===== src/common/dsf_pkg.sv =====
// Constants and types shared by the driver status flag block.
// Assumes one clock domain and a 7-bit register address from the serial link.
package dsf_pkg;

	// ------------------------------------------------------------
	// Register map
	// ------------------------------------------------------------
	localparam int ADDR_W = 7;
	localparam logic [ADDR_W-1:0] ADDR_DRIVER_STATUS_FLAGS = 7'h6F;
	localparam int DATA_W = 32;
	localparam logic [DATA_W-1:0] STATUS_RESET = 32'h0000_0000;

	// ------------------------------------------------------------
	// Field positions of the status word
	// ------------------------------------------------------------
	localparam int BIT_STANDSTILL = 31;
	localparam int BIT_QUIET_CHOP = 30;
	localparam int CS_LO = 16;
	localparam int CS_W = 5;
	localparam int TEMP_LO = 8;
	localparam int TEMP_W = 4;
	localparam int BIT_OPEN_LOAD_B = 7;
	localparam int BIT_OPEN_LOAD_A = 6;
	localparam int SHORT_LO = 2;
	localparam int SHORT_W = 4;
	localparam int BIT_OVERHEAT = 1;
	localparam int BIT_PREWARN = 0;

	// Order inside the short vector: lowside B, lowside A, ground B, ground A.
	// Order inside the temperature vector: top, high, mid, low.

	// ------------------------------------------------------------
	// Timing and configuration
	// ------------------------------------------------------------
	localparam int unsigned STANDSTILL_CYCLES_DEFAULT = 2 ** 20;
	localparam int OFF_TIME_W = 4;
	localparam logic [OFF_TIME_W-1:0] OFF_TIME_DISABLED = 4'h0;
	localparam int SYNC_W = 10;
	// Enable pin is active low, so its synchroniser resets to the disabled level.
	localparam logic [SYNC_W-1:0] SYNC_RESET = 10'h100;

	// ------------------------------------------------------------
	// Types
	// ------------------------------------------------------------
	typedef enum logic [1:0] {
		DSF_OT_COOL = 2'b00,
		DSF_OT_HOT = 2'b01,
		DSF_OT_WAIT = 2'b10
	} dsf_ot_state_t;

endpackage


===== src/common/dsf_if.sv =====
// Carrier between the status flag block and its standstill timer.
// Assumes both ends run on the same clock.
interface dsf_if;

	// ------------------------------------------------------------
	// Signals
	// ------------------------------------------------------------
	logic stepSeen;
	logic standstill;

	modport ctrl (
		output stepSeen,
		input standstill
	);

	modport timer (
		input stepSeen,
		output standstill
	);

endinterface


===== src/design/dsf_standstill_timer.sv =====
// Standstill timer: counts clock cycles since the most recent step pulse.
// Assumes the step pulse is already synchronised and one cycle long.
module dsf_standstill_timer
	import dsf_pkg::*;
#(
	parameter int unsigned CYCLES = dsf_pkg::STANDSTILL_CYCLES_DEFAULT
) (
	input wire logic ref_clk,
	input wire logic rst_n,
	dsf_if.timer link
);

	// ------------------------------------------------------------
	// Counter
	// ------------------------------------------------------------
	localparam int CW = $clog2(CYCLES + 1);
	localparam logic [CW-1:0] LIMIT = CW'(CYCLES);
	localparam logic [CW-1:0] ONE = CW'(1);

	logic [CW-1:0] count;
	logic [CW-1:0] next_count;
	logic atLimit;

	assign atLimit = (count == LIMIT);
	assign next_count = link.stepSeen ? '0 : (atLimit ? count : count + ONE);

	always_ff @(posedge ref_clk or negedge rst_n) begin
		if (!rst_n) begin
			count <= '0;
			link.standstill <= 1'b0;
		end else begin
			count <= next_count;
			link.standstill <= (next_count == LIMIT);
		end
	end

endmodule


===== src/design/dsf_driver_status_flags.sv =====
// Driver status flags: the read-only status word of a two-phase stepper driver.
// Assumes chopper setting, current scale and open-load flags come from logic on ref_clk,
// while pins and analog comparators arrive asynchronously.
module dsf_driver_status_flags
	import dsf_pkg::*;
#(
	parameter int unsigned STANDSTILL_CYCLES = dsf_pkg::STANDSTILL_CYCLES_DEFAULT
) (
	input wire logic ref_clk,
	input wire logic rst_n,
	input wire logic stepPin,
	input wire logic driverEnablePinN,
	input wire logic [dsf_pkg::OFF_TIME_W-1:0] chopperOffTime,
	input wire logic quietChopper,
	input wire logic [dsf_pkg::CS_W-1:0] csActual,
	input wire logic otSelect,
	input wire logic tempLevelTop,
	input wire logic tempLevelHigh,
	input wire logic tempLevelMid,
	input wire logic tempLevelLow,
	input wire logic lowsideShortPhaseB,
	input wire logic lowsideShortPhaseA,
	input wire logic groundShortPhaseB,
	input wire logic groundShortPhaseA,
	input wire logic openLoadPhaseB,
	input wire logic openLoadPhaseA,
	input wire logic [dsf_pkg::ADDR_W-1:0] regAddr,
	input wire logic regRead,
	input wire logic regWrite,
	output logic [dsf_pkg::DATA_W-1:0] regRdata,
	output logic regRvalid,
	output logic regWack,
	output logic bridgeEnable
);
	import dsf_pkg::*;

	// ------------------------------------------------------------
	// Functions
	// ------------------------------------------------------------

	// Next value of one short flag set; a detection wins over a clear.
	function automatic logic [SHORT_W-1:0] nextShorts(
		input logic [SHORT_W-1:0] cur,
		input logic [SHORT_W-1:0] det,
		input logic clr,
		input logic active
	);
		logic [SHORT_W-1:0] kept;
		kept = clr ? '0 : cur;
		return active ? (kept | det) : kept;
	endfunction

	// Picks the comparator output that belongs to the selected limit.
	function automatic logic pickLevel(
		input logic sel,
		input logic whenSet,
		input logic whenClear
	);
		return sel ? whenSet : whenClear;
	endfunction

	// ------------------------------------------------------------
	// Input synchronisers
	// ------------------------------------------------------------
	logic [SYNC_W-1:0] asyncIn;
	logic [SYNC_W-1:0] syncA;
	logic [SYNC_W-1:0] syncB;

	assign asyncIn = {
		stepPin,
		driverEnablePinN,
		tempLevelTop,
		tempLevelHigh,
		tempLevelMid,
		tempLevelLow,
		lowsideShortPhaseB,
		lowsideShortPhaseA,
		groundShortPhaseB,
		groundShortPhaseA
	};

	always_ff @(posedge ref_clk or negedge rst_n) begin
		if (!rst_n) begin
			syncA <= SYNC_RESET;
			syncB <= SYNC_RESET;
		end else begin
			syncA <= asyncIn;
			syncB <= syncA;
		end
	end

	// ------------------------------------------------------------
	// Named synchronised inputs
	// ------------------------------------------------------------
	logic stepSync;
	logic enablePinNSync;
	logic [TEMP_W-1:0] tempLevels;
	logic [SHORT_W-1:0] shortSeen;

	assign stepSync = syncB[9];
	assign enablePinNSync = syncB[8];
	assign tempLevels = syncB[7:4];
	assign shortSeen = syncB[3:0];

	// ------------------------------------------------------------
	// Step edge and standstill timer
	// ------------------------------------------------------------
	logic stepPrev;
	logic stepRise;

	dsf_if link ();

	always_ff @(posedge ref_clk or negedge rst_n) begin
		if (!rst_n) begin
			stepPrev <= 1'b0;
		end else begin
			stepPrev <= stepSync;
		end
	end

	assign stepRise = stepSync & ~stepPrev;
	assign link.stepSeen = stepRise;

	dsf_standstill_timer #(
		.CYCLES(STANDSTILL_CYCLES)
	) standstillTimer (
		.ref_clk(ref_clk),
		.rst_n(rst_n),
		.link(link.timer)
	);

	// ------------------------------------------------------------
	// Temperature levels
	// ------------------------------------------------------------
	logic overtempHit;
	logic prewarnHit;

	assign overtempHit = pickLevel(otSelect, tempLevels[2], tempLevels[3]);
	assign prewarnHit = pickLevel(otSelect, tempLevels[1], tempLevels[0]);

	// ------------------------------------------------------------
	// Overheat state machine
	// ------------------------------------------------------------
	dsf_ot_state_t otState;
	dsf_ot_state_t next_otState;
	logic overheatFlag;
	logic overheatBlock;

	always_comb begin
		next_otState = otState;
		unique case (otState)
			DSF_OT_COOL: begin
				if (overtempHit) begin
					next_otState = DSF_OT_HOT;
				end
			end
			DSF_OT_HOT: begin
				if (!overtempHit) begin
					next_otState = DSF_OT_WAIT;
				end
			end
			DSF_OT_WAIT: begin
				if (overtempHit) begin
					next_otState = DSF_OT_HOT;
				end else if (!prewarnHit) begin
					next_otState = DSF_OT_COOL;
				end
			end
			default: begin
				next_otState = DSF_OT_HOT;
			end
		endcase
	end

	always_ff @(posedge ref_clk or negedge rst_n) begin
		if (!rst_n) begin
			otState <= DSF_OT_COOL;
		end else begin
			otState <= next_otState;
		end
	end

	// One flag for both bridges.
	assign overheatFlag = (otState != DSF_OT_COOL);
	assign overheatBlock = overheatFlag;

	// ------------------------------------------------------------
	// Short flags, one set per chopper scheme
	// ------------------------------------------------------------
	logic [SHORT_W-1:0] shortsQuiet;
	logic [SHORT_W-1:0] shortsCurrent;
	logic [SHORT_W-1:0] shortDetect;
	logic [SHORT_W-1:0] shortsShown;
	logic shortClear;
	logic anyShort;

	// A short can only be seen while the bridges drive.
	assign shortDetect = shortSeen & {SHORT_W{bridgeEnable}};
	assign shortClear = (chopperOffTime == OFF_TIME_DISABLED) | enablePinNSync;

	always_ff @(posedge ref_clk or negedge rst_n) begin
		if (!rst_n) begin
			shortsQuiet <= '0;
			shortsCurrent <= '0;
		end else begin
			shortsQuiet <= nextShorts(shortsQuiet, shortDetect, shortClear, quietChopper);
			shortsCurrent <= nextShorts(shortsCurrent, shortDetect, shortClear, ~quietChopper);
		end
	end

	assign shortsShown = quietChopper ? shortsQuiet : shortsCurrent;
	assign anyShort = |{shortsQuiet, shortsCurrent};

	// ------------------------------------------------------------
	// Bridge enable
	// ------------------------------------------------------------
	logic next_bridgeEnable;

	// Open-load flags take no part in this decision.
	assign next_bridgeEnable = ~enablePinNSync
		& (chopperOffTime != OFF_TIME_DISABLED)
		& ~anyShort
		& ~overheatBlock;

	always_ff @(posedge ref_clk or negedge rst_n) begin
		if (!rst_n) begin
			bridgeEnable <= 1'b0;
		end else begin
			bridgeEnable <= next_bridgeEnable;
		end
	end

	// ------------------------------------------------------------
	// Status word
	// ------------------------------------------------------------
	logic [DATA_W-1:0] statusWord;

	always_comb begin
		statusWord = STATUS_RESET;
		statusWord[BIT_STANDSTILL] = link.standstill;
		statusWord[BIT_QUIET_CHOP] = quietChopper;
		statusWord[CS_LO +: CS_W] = csActual;
		statusWord[TEMP_LO +: TEMP_W] = tempLevels;
		statusWord[BIT_OPEN_LOAD_B] = openLoadPhaseB;
		statusWord[BIT_OPEN_LOAD_A] = openLoadPhaseA;
		statusWord[SHORT_LO +: SHORT_W] = shortsShown;
		statusWord[BIT_OVERHEAT] = overheatFlag;
		statusWord[BIT_PREWARN] = prewarnHit;
	end

	// ------------------------------------------------------------
	// Register access
	// ------------------------------------------------------------
	logic addrHit;
	logic readHit;
	logic writeHit;

	assign addrHit = (regAddr == ADDR_DRIVER_STATUS_FLAGS);
	assign readHit = regRead & addrHit;
	// A write without a read in the same cycle is acknowledged but stores nothing.
	assign writeHit = regWrite & addrHit & ~regRead;

	// Read data fall back to zero between answers.
	logic [DATA_W-1:0] next_regRdata;

	assign next_regRdata = readHit ? statusWord : STATUS_RESET;

	always_ff @(posedge ref_clk or negedge rst_n) begin
		if (!rst_n) begin
			regRdata <= STATUS_RESET;
		end else begin
			regRdata <= next_regRdata;
		end
	end

	always_ff @(posedge ref_clk or negedge rst_n) begin
		if (!rst_n) begin
			regRvalid <= 1'b0;
		end else begin
			regRvalid <= readHit;
		end
	end

	always_ff @(posedge ref_clk or negedge rst_n) begin
		if (!rst_n) begin
			regWack <= 1'b0;
		end else begin
			regWack <= writeHit;
		end
	end

endmodule


===== config.mk =====
export PLATFORM = sky130hd
export DESIGN_NAME = dsf_driver_status_flags
export DESIGN_NICKNAME = d
export VERILOG_FILES = /design/src/common/dsf_pkg.sv /design/src/common/dsf_if.sv /design/src/design/dsf_standstill_timer.sv /design/src/design/dsf_driver_status_flags.sv
export SDC_FILE = /design/constraint.sdc
export NUM_CORES = 1
export LEC_CHECK = 0
export BUFFER_PORTS_ARGS = -buffer_cell sky130_fd_sc_hd__clkbuf_2
export CORE_AREA = 2 2 95 74
export CTS_BUF_LIST = sky130_fd_sc_hd__clkbuf_8
export CTS_CLUSTER_DIAMETER = 60
export DETAILED_ROUTE_END_ITERATION = 10
export DIE_AREA = 0 0 97 76
export GPL_ROUTABILITY_DRIVEN = 0
export PLACE_DENSITY_LB_ADDON = 0.15
export SETUP_SLACK_MARGIN = 0.02
export SYNTH_ARGS = -nofsm -noshare
export SYNTH_HDL_FRONTEND = slang
export SYNTH_SLANG_ARGS = --single-unit

===== constraint.sdc =====
create_clock -name ref_clk -period 2.16 [get_ports ref_clk]
set_input_delay 0.108 -clock ref_clk [delete_from_list [all_inputs] [get_ports ref_clk]]
set_output_delay 0.108 -clock ref_clk [all_outputs]
set_load 0.005 [all_outputs]

Word level (Yosys, flattened, before mapping). Cells that the tools add are included.

Input bits: 34. Logic and storage cells: 58. Register bits: 88. Output and inout bits: 35.

Muxes and demuxes: 15. Add/subtract/negate cells: 1. Reduce and logical (&&, ||, !) cells: 6. Equality and inequality tests: 8. Bitwise logic cells: 16.

Operators by type and width (number): 21-bit == test (second input constant) (2); 21-bit two-way mux (2); 32-bit two-way mux (1); 21-bit by 1-bit adder with 21-bit output (second input constant) (1); 4-bit two-way mux (5); 2-bit two-way mux (4); 4-bit bitwise OR (2); 8-bit OR reduction (1); 1-bit bitwise AND (7); 7-bit == test (second input constant) (1); 2-bit case mux with 3 select lines (1); 1-bit NOT (5); 4-bit bitwise AND (1); 4-bit logical NOT (1); 2-bit inequality test (second input constant) (2); 4-bit nonzero test (1); 3-bit inequality test (second input constant) (1); 3-bit AND reduction (1); 2-bit by 1-bit == test with 1-bit output (second input constant) (1); 2-bit == test (second input constant) (1); 2-bit logical NOT (1); 1-bit two-way mux (2); 2-bit nonzero test (1); 1-bit bitwise OR (1).

Logic depth before layout (Yosys ltp). Gate-level depths: netlist (run 1).

Depth in word-level cells: 5. Mapped depth: 8. Gate-level depth less buffers: 8.

Modules after synthesis. From an unflattened synthesis (run 1), not the netlist that was laid out.

Cells, all modules: 276. Area, all modules: 3254.4 sq um.

Modules (own cells, without submodules): dsf_driver_status_flags (times used 1, seq. area each 1328.8 sq um, cells each 119, area an instance 1844.3 sq um); dsf_standstill_timer (times used 1, seq. area each 550.5 sq um, cells each 157, area an instance 1410.1 sq um).

Least setup slack after synthesis (run 1). Ideal clock, no wire load.

Path kind: reg2reg. Start: reg standstillTimer.count[0]. End: reg standstillTimer.link.standstill. Path buffers: 0. Setup time: 0.095 ns. Data required time: 2.065 ns. Slack: -0.038 ns. Arrival: 2.103 ns. Stages on the path, launching flop included: 8. Period minus slack after synthesis: 2.198 ns. Cells stage by stage: dfrtp_1 -> ha_1 -> nand3_2 -> nor4_1 -> xnor2_1 -> nor2_1 -> or4_1 -> nor4b_2.

Cells in the longest elaborated chain, start to end: 4. Elaborated cells between the ends (all ways): 5. Those cells by class: 1 x add/sub; 2 x eq/ne; 2 x mux.

Ends and longest elaborated chain: start: declaration (line dsf_standstill_timer.sv:20) `logic [CW-1:0] count;`; start signal: assignment (line dsf_standstill_timer.sv:32) `count <= next_count;`; 21-bit by 1-bit adder with 21-bit output or 21-bit == test (tied branches) (line dsf_standstill_timer.sv:25, dsf_standstill_timer.sv:24); 21-bit two-way mux * (2 in series) (line dsf_standstill_timer.sv:25) `assign next_count = link.stepSeen ? '0 : (atLimit ? count : count + ONE);`; named net standstillTimer.next_count[14] (line dsf_standstill_timer.sv:21) `logic [CW-1:0] next_count;`; 21-bit == test * (line dsf_standstill_timer.sv:33) `link.standstill <= (next_count == LIMIT);`; end signal: assignment (line dsf_standstill_timer.sv:33); end: declaration (line dsf_if.sv:18) `output standstill`.

The timed path passes the listed nets; every way through them passes the cells marked *. A chain may end at the register's enable or synchronous reset.

Worst setup path in the final report (run 1).
Start: reg standstillTimer.count[1]. End: reg standstillTimer.link.standstill.

Same word-level chain as after synthesis.

==> flow_summary.yaml, run 1 <==
grt:
  gr-total-overflow: 0
  track_usage: 0.186
  grt_max_degree: 76
  antenna_found_initial: 0
  grt_first_pass_wirelength_mm: 11.0
  grt_pass1_vias: 2312
setup_path:
  startpoint: "standstillTimer.count[1]"
  reg2reg_slack_ns: 0.06
  start_kind: "flip-flop"
  crit_path_end_kind: "flip-flop"
  rr_startpoint: "standstillTimer.count[1]"
  r2r_end: "standstillTimer.link.standstill"
  critPathCapture: "standstillTimer.link.standstill"
  critPathRequiredTime_ns: 2.43
  crit_fanout: 6
  reg2reg_depth: 7
  crit_type: "flip-flop to flip-flop"
  crit_arrival_ns: 2.37
routing:
  dr.pass1.iters: 5
  drcViolationCount: 0
  drt_iter0_drc: 159
  ant_nets: 0
  vias_per_cell: 5.10
  via_count: 2388
  drt_wl_total_mm: 6.69
  wire_per_inst_um: 14.3
synthesis:
  synth_top_area_share: 0.569
  synth-seq-cells: 75
  syn_area_sq_um: 3210
  syn_inst: 284
  synth-edff-count: 0
  ys_warn_count: 0
  synth_cell_type_count: 49
  yosys_most_used_dff: "dfrtp_1"
  syn_area_per_cell_sq_um: 11.3
  synth_area_leaders: "dfrtp_1, nor2_1, xnor2_1, buf_4, and3_1"
  async_flop_share: 1.00
  ys_seq_area_frac: 0.586
  yosysTopAreaCell: "dfrtp_1"
floorplan:
  core_sq_um: 6540
  rows: 26
  die_y_um: 76
  io_pins: 69
  chipWidth_um: 97
  dieArea_sq_um: 7370
  start_util: 0.491
placed_design:
  dp_slack_ns: 0.0647
  place.port_buffers: 55
  dpl_cell_area_sq_um: 3650
  detailed_place_hpwl_mm: 4.24
  placed_cells: 429
clock_tree:
  path_clk_slew_ns: 0.09
  root_buffer: "clkbuf_8"
  htree_num_levels: 3
  cts_tree: "built"
  numCtsBuffers: 9
  clockBufferDepth: 2
  clk_latency_ns: 0.36
  cts_sinks: 75
timing:
  hold_violations: 0
  fin_crit_sh: 0.974
  fmax_ghz: 0.475
  final_max_slew_viol_count: 0
  setup_ws_ns: 0.0565
  setup-violations-final: 0
  skew_ns: 0.0121
  hold_slack_ns: 0.0579
  tightest_slew_ns: 0.909
  tns_ns: 0
  slew_headroom: 0.394
  min_period_ns: 2.10
pwr:
  peakVddDrop_mv: 0.423
  powerDensity_nw_per_um2: 714
  p_total_mw: 2.93
  p_leak_nw: 2.06
finish:
  final_common_cell: "dfrtp_1"
  instances_no_fill: 468
  area_growth_pct: 28.2
  drive_gt1_frac: 0.299
  fin_area_sq_um: 4110
  antenna_cells: 0
  fin_nets: 415
  final_core_util: 0.629
  final_cell_mix: "dfrtp_1, clkbuf_2, nor2_1, buf_4, dlygate4sd3_1"
run_status:
  status: "completed"
run:
  max_cap_violations: 0
hold_path:
  hp-class: "input pin to flip-flop"
==> cell type report <==
cell class / count / area [sq um]
Fill cell: 530 / 2430
Sequential cell: 75 / 1880
Clock inverter: 7 / 58.8
Clock buffer: 9 / 124
Multi-Input combinational cell: 190 / 1260
Timing Repair Buffer: 97 / 653
Tap cell: 84 / 105
Inverter: 6 / 22.5
==> cells by family (layout without fill, tap and decap cells) <==
group	count (synthesis)	in the layout	synth area share
and+or+nand+nor	119	119	0.208
DFF	75	75	0.586
buffers and inverters	31	119	0.0538
AOI/OAI and AO/OA	29	29	0.0671
xor gates and xnor gates	20	20	0.0546
muxes	7	7	0.0218
adders and majority gates	2	2	0.00780
other	1	13	0.00117
==> registers in the layout, indices dropped and copies added, names as in the netlist <==
signal,cells
otState,2
stepPrev,1
bridgeEnable,1
standstillTimer.count,21
syncB,10
regRvalid,1
shortsQuiet,4
syncA,10
shortsCurrent,4
standstillTimer.link.standstill,1
regWack,1
regRdata,19
==> critical path, cell delays in order (launching register included) <==
cell and delay [ns]:
dfrtp_2 0.43, ha_4 0.17, nand3_4 0.12, nor4_4 0.25
xnor2_1 0.15, nor2_1 0.07, or4_1 0.53, nor4b_2 0.27
==> routing by layer <==
metal | share of wire | GRT usage | vias to the layer above
met2 | 0.45 | 0.282 | 85
met4 | 0.023 | 0.0732 | 0
met3 | 0.058 | 0.0550 | 17
met5 | 0 | 0 | -
met1 | 0.47 | 0.254 | 1138
li1 | - | - | 1148
==> worst min-delay path by stage <==
stage	start	to	slack, ns	cells after the start
after CTS	otSelect	otState[0]	0.04	2
after global placement	driverEnablePinN	syncA[8]	0.20	1
after global routing	otSelect	otState[0]	0.05	2
after detailed placement	driverEnablePinN	syncA[8]	0.20	1
final	otSelect	otState[0]	0.06	2
after floorplan	rst_n	bridgeEnable	-0.19	0
==> report_power, final <==
group          internal [mW]  total [mW]  switching (mW)
registers               1.47        1.56          0.0884
clock network          0.436        1.01           0.576
logic                  0.179       0.360           0.181
==> repair_timing <==
item | 4_1_cts | 5_1_grt
hold endpoints to repair | 91 | 0
buffers inserted | 0 | 4
hold buffers | 19 | 0
gates resized for setup | 0 | 12
endpoints found under the setup margin | 0 | 1
==> synth_stat cells (3+ instances only) <==
cell      count
nand3_1       6
inv_1         6
o21ai_0       5
a32o_1        4
nor2b_1       6
nand4_1       6
a21oi_1       5
clkbuf_1      6
or3_1         3
nand2_1      18
xnor2_1      12
xor2_1        8
buf_4        13
mux2i_1       7
nor2_1       40
a22o_1        4
and3_1       14
nor4_1        5
dfrtp_1      73
buf_2         5
(Power assumes the default switching activity.)
==> run 2, diff against run 1 <==
Settings changed: CELL_PAD_IN_SITES_DETAIL_PLACEMENT from default to 2, CELL_PAD_IN_SITES_GLOBAL_PLACEMENT from default to 2, CORE_AREA 2 2 95 74 to 2 2 119 92, DIE_AREA 0 0 97 76 to 0 0 121 94.
==> run 2 against run 1 <==
Effect of this change:
- sequential share of layout area fell by 1.7 points
- combinational power rose by 19%
- critical endpoint unchanged
- register-to-register slack got worse by 0.04 ns
- routed wire length rose by 26%
- total power rose by 2.5%
- cell count rose by 12%
- design area rose by 4.1%
- maximum frequency fell by 1.8%
- sequential power barely moved
- non-clock buffer count rose by 5
- sequential cell count did not move
- setup slack got worse by 0.039 ns
==> flow_summary.yaml, run 2 (synthesis gave the netlist of run 1 again) <==
run_status:
  status: "completed"
hold_path:
  holdPathEnd: "regRdata[20]"
  hp-class: "input pin to flip-flop"
  hp-start: "csActual[4]"
  holdPathStages: 2
floorplan:
  core_sq_um: 10100
  io_pins: 69
  dieArea_sq_um: 11400
  die_y_um: 94
  chipWidth_um: 121
  start_util: 0.317
  rows: 32
setup_path:
  critPathRequiredTime_ns: 2.41
  crit_top_cell: "nor4b_4"
  crit_buf_inv: 1
  crit_type: "flip-flop to flip-flop"
  r2r_end: "standstillTimer.link.standstill"
  reg2reg_slack_ns: 0.02
  reg2reg_depth: 8
  start_kind: "flip-flop"
  crit_arrival_ns: 2.39
  cp_top_family: "simple AND/OR/NAND/NOR gates"
  crit_path_end_kind: "flip-flop"
  rr_startpoint: "standstillTimer.count[0]"
  critical_path.max_stage_delay_ns: 0.49
  crit_fanout: 3
  crit_slowest_cell: "or4_4"
  path_cells: "inv_2, ha_2, nor4b_4, nand3_1, nor2_2, nor3_2, or4_4, nor4b_4"
timing:
  hold_violations: 0
  min_period_ns: 2.14
  rsz0062_at_grt: "true"
  final_max_slew_viol_count: 0
  slew_headroom: 0.600
  fmax_ghz: 0.467
  setup_ws_ns: 0.0172
  tightest_slew_ns: 0.597
  skew_ns: 0.00394
  setup-violations-final: 0
  fin_crit_sh: 0.992
placed_design:
  dp_slack_ns: -0.0426
  detailed_place_hpwl_mm: 5.66
  place.port_buffers: 55
  placed_cells: 487
routing:
  drt_iter0_drc: 77
  via_count: 2451
  ant_nets: 0
  drt_wl_total_mm: 8.46
  vias_per_cell: 4.67
  wire_per_inst_um: 16.1
  drcViolationCount: 0
  dr.pass1.iters: 4
finish:
  area_growth_pct: 33.4
  largest_registers: "standstillTimer.count (21), regRdata (19)"
  largest_register_ffs: 21
  fin_nets: 420
  drive_gt1_frac: 0.324
  instances_no_fill: 525
  final_cell_mix: "dfrtp_1, clkbuf_2, nor2_1, buf_4, dlygate4sd3_1"
  fillers: 1061
  antenna_cells: 0
  final_common_cell: "dfrtp_1"
  top_register: "standstillTimer.count"
  multi_input_area_sq_um: 1300
  seq_area_sq_um: 1890
clock_tree:
  numCtsBuffers: 9
  path_clk_slew_ns: 0.07
  cts_tree: "built"
  clk_latency_ns: 0.35
  root_buffer: "clkbuf_8"
  clockBufferDepth: 2
  cts_sinks: 75
  htree_num_levels: 3
run:
  max_cap_violations: 0
pwr:
  p_leak_nw: 2.11
  peakVddDrop_mv: 0.414
  powerDensity_nw_per_um2: 703
grt:
  grt_pass1_vias: 2680
  gr-total-overflow: 0
  track_usage: 0.160
  grt_max_degree: 76
  antenna_found_initial: 0
  grt_first_pass_wirelength_mm: 13.9
==> run 2: cell type report <==
cell class	instances	area share
sequential	75	0.441
multi-input combinational	190	0.305
timing repair buffer	102	0.165
tap	136	0.0398
clock buffer	9	0.0289
clock inverter	7	0.0146
inverter	6	0.00526
==> run 2: how the worst max path moves through the flow <==
| stage | startpoint | endpoint | depth (start not counted) |
|---|---|---|---|
| 4_1_cts | standstillTimer.count[9] | standstillTimer.link.standstill | 7 |
| 3_3_place_gp | standstillTimer.count[1] | standstillTimer.link.standstill | 7 |
| 5_1_grt | standstillTimer.count[0] | standstillTimer.link.standstill | 8 |
| 6_report | standstillTimer.count[0] | standstillTimer.link.standstill | 8 |
| 2_1_floorplan | standstillTimer.count[0] | standstillTimer.link.standstill | 8 |
| 3_5_place_dp | standstillTimer.count[1] | standstillTimer.link.standstill | 7 |
==> run 2: through the flow <==
stage	TNS (ns)	instance area, sq um	util	hold WS [ns]	power [mW]
after floorplan	0	3260	-	-0.188	1.75
after global placement	0	3770	0.372	0.161	1.88
after detailed placement	-0.0426	3770	0.372	0.160	1.90
after CTS	0	4170	0.412	0.00516	2.99
after global routing	-0.104	4280	0.422	0.0240	3.17
final	0	4280	0.422	0.0158	3.01
==> run 2: per-layer routing <==
metal,track usage,part of all wire,up-vias
li1,-,-,1146
met1,0.216,0.47,1232
met2,0.252,0.46,63
met3,0.0388,0.047,10
met4,0.0552,0.016,0
met5,0,0,-
==> run 2: report_power, final <==
| group | total (mW) | internal (mW) | switching (mW) |
|---|---|---|---|
| logic | 0.430 | 0.219 | 0.211 |
| clock network | 1.02 | 0.521 | 0.500 |
| registers | 1.56 | 1.47 | 0.0854 |
| total | 3.01 | 2.21 | 0.796 |
==> run 2: repair_timing <==
action                                 CTS  global route
endpoints found under the hold margin   90             0
hold buffers                            18             0
setup buffers                            1             3
resized for setup                        5            20
pin swaps                                0             7
setup endpoints to repair                1             1
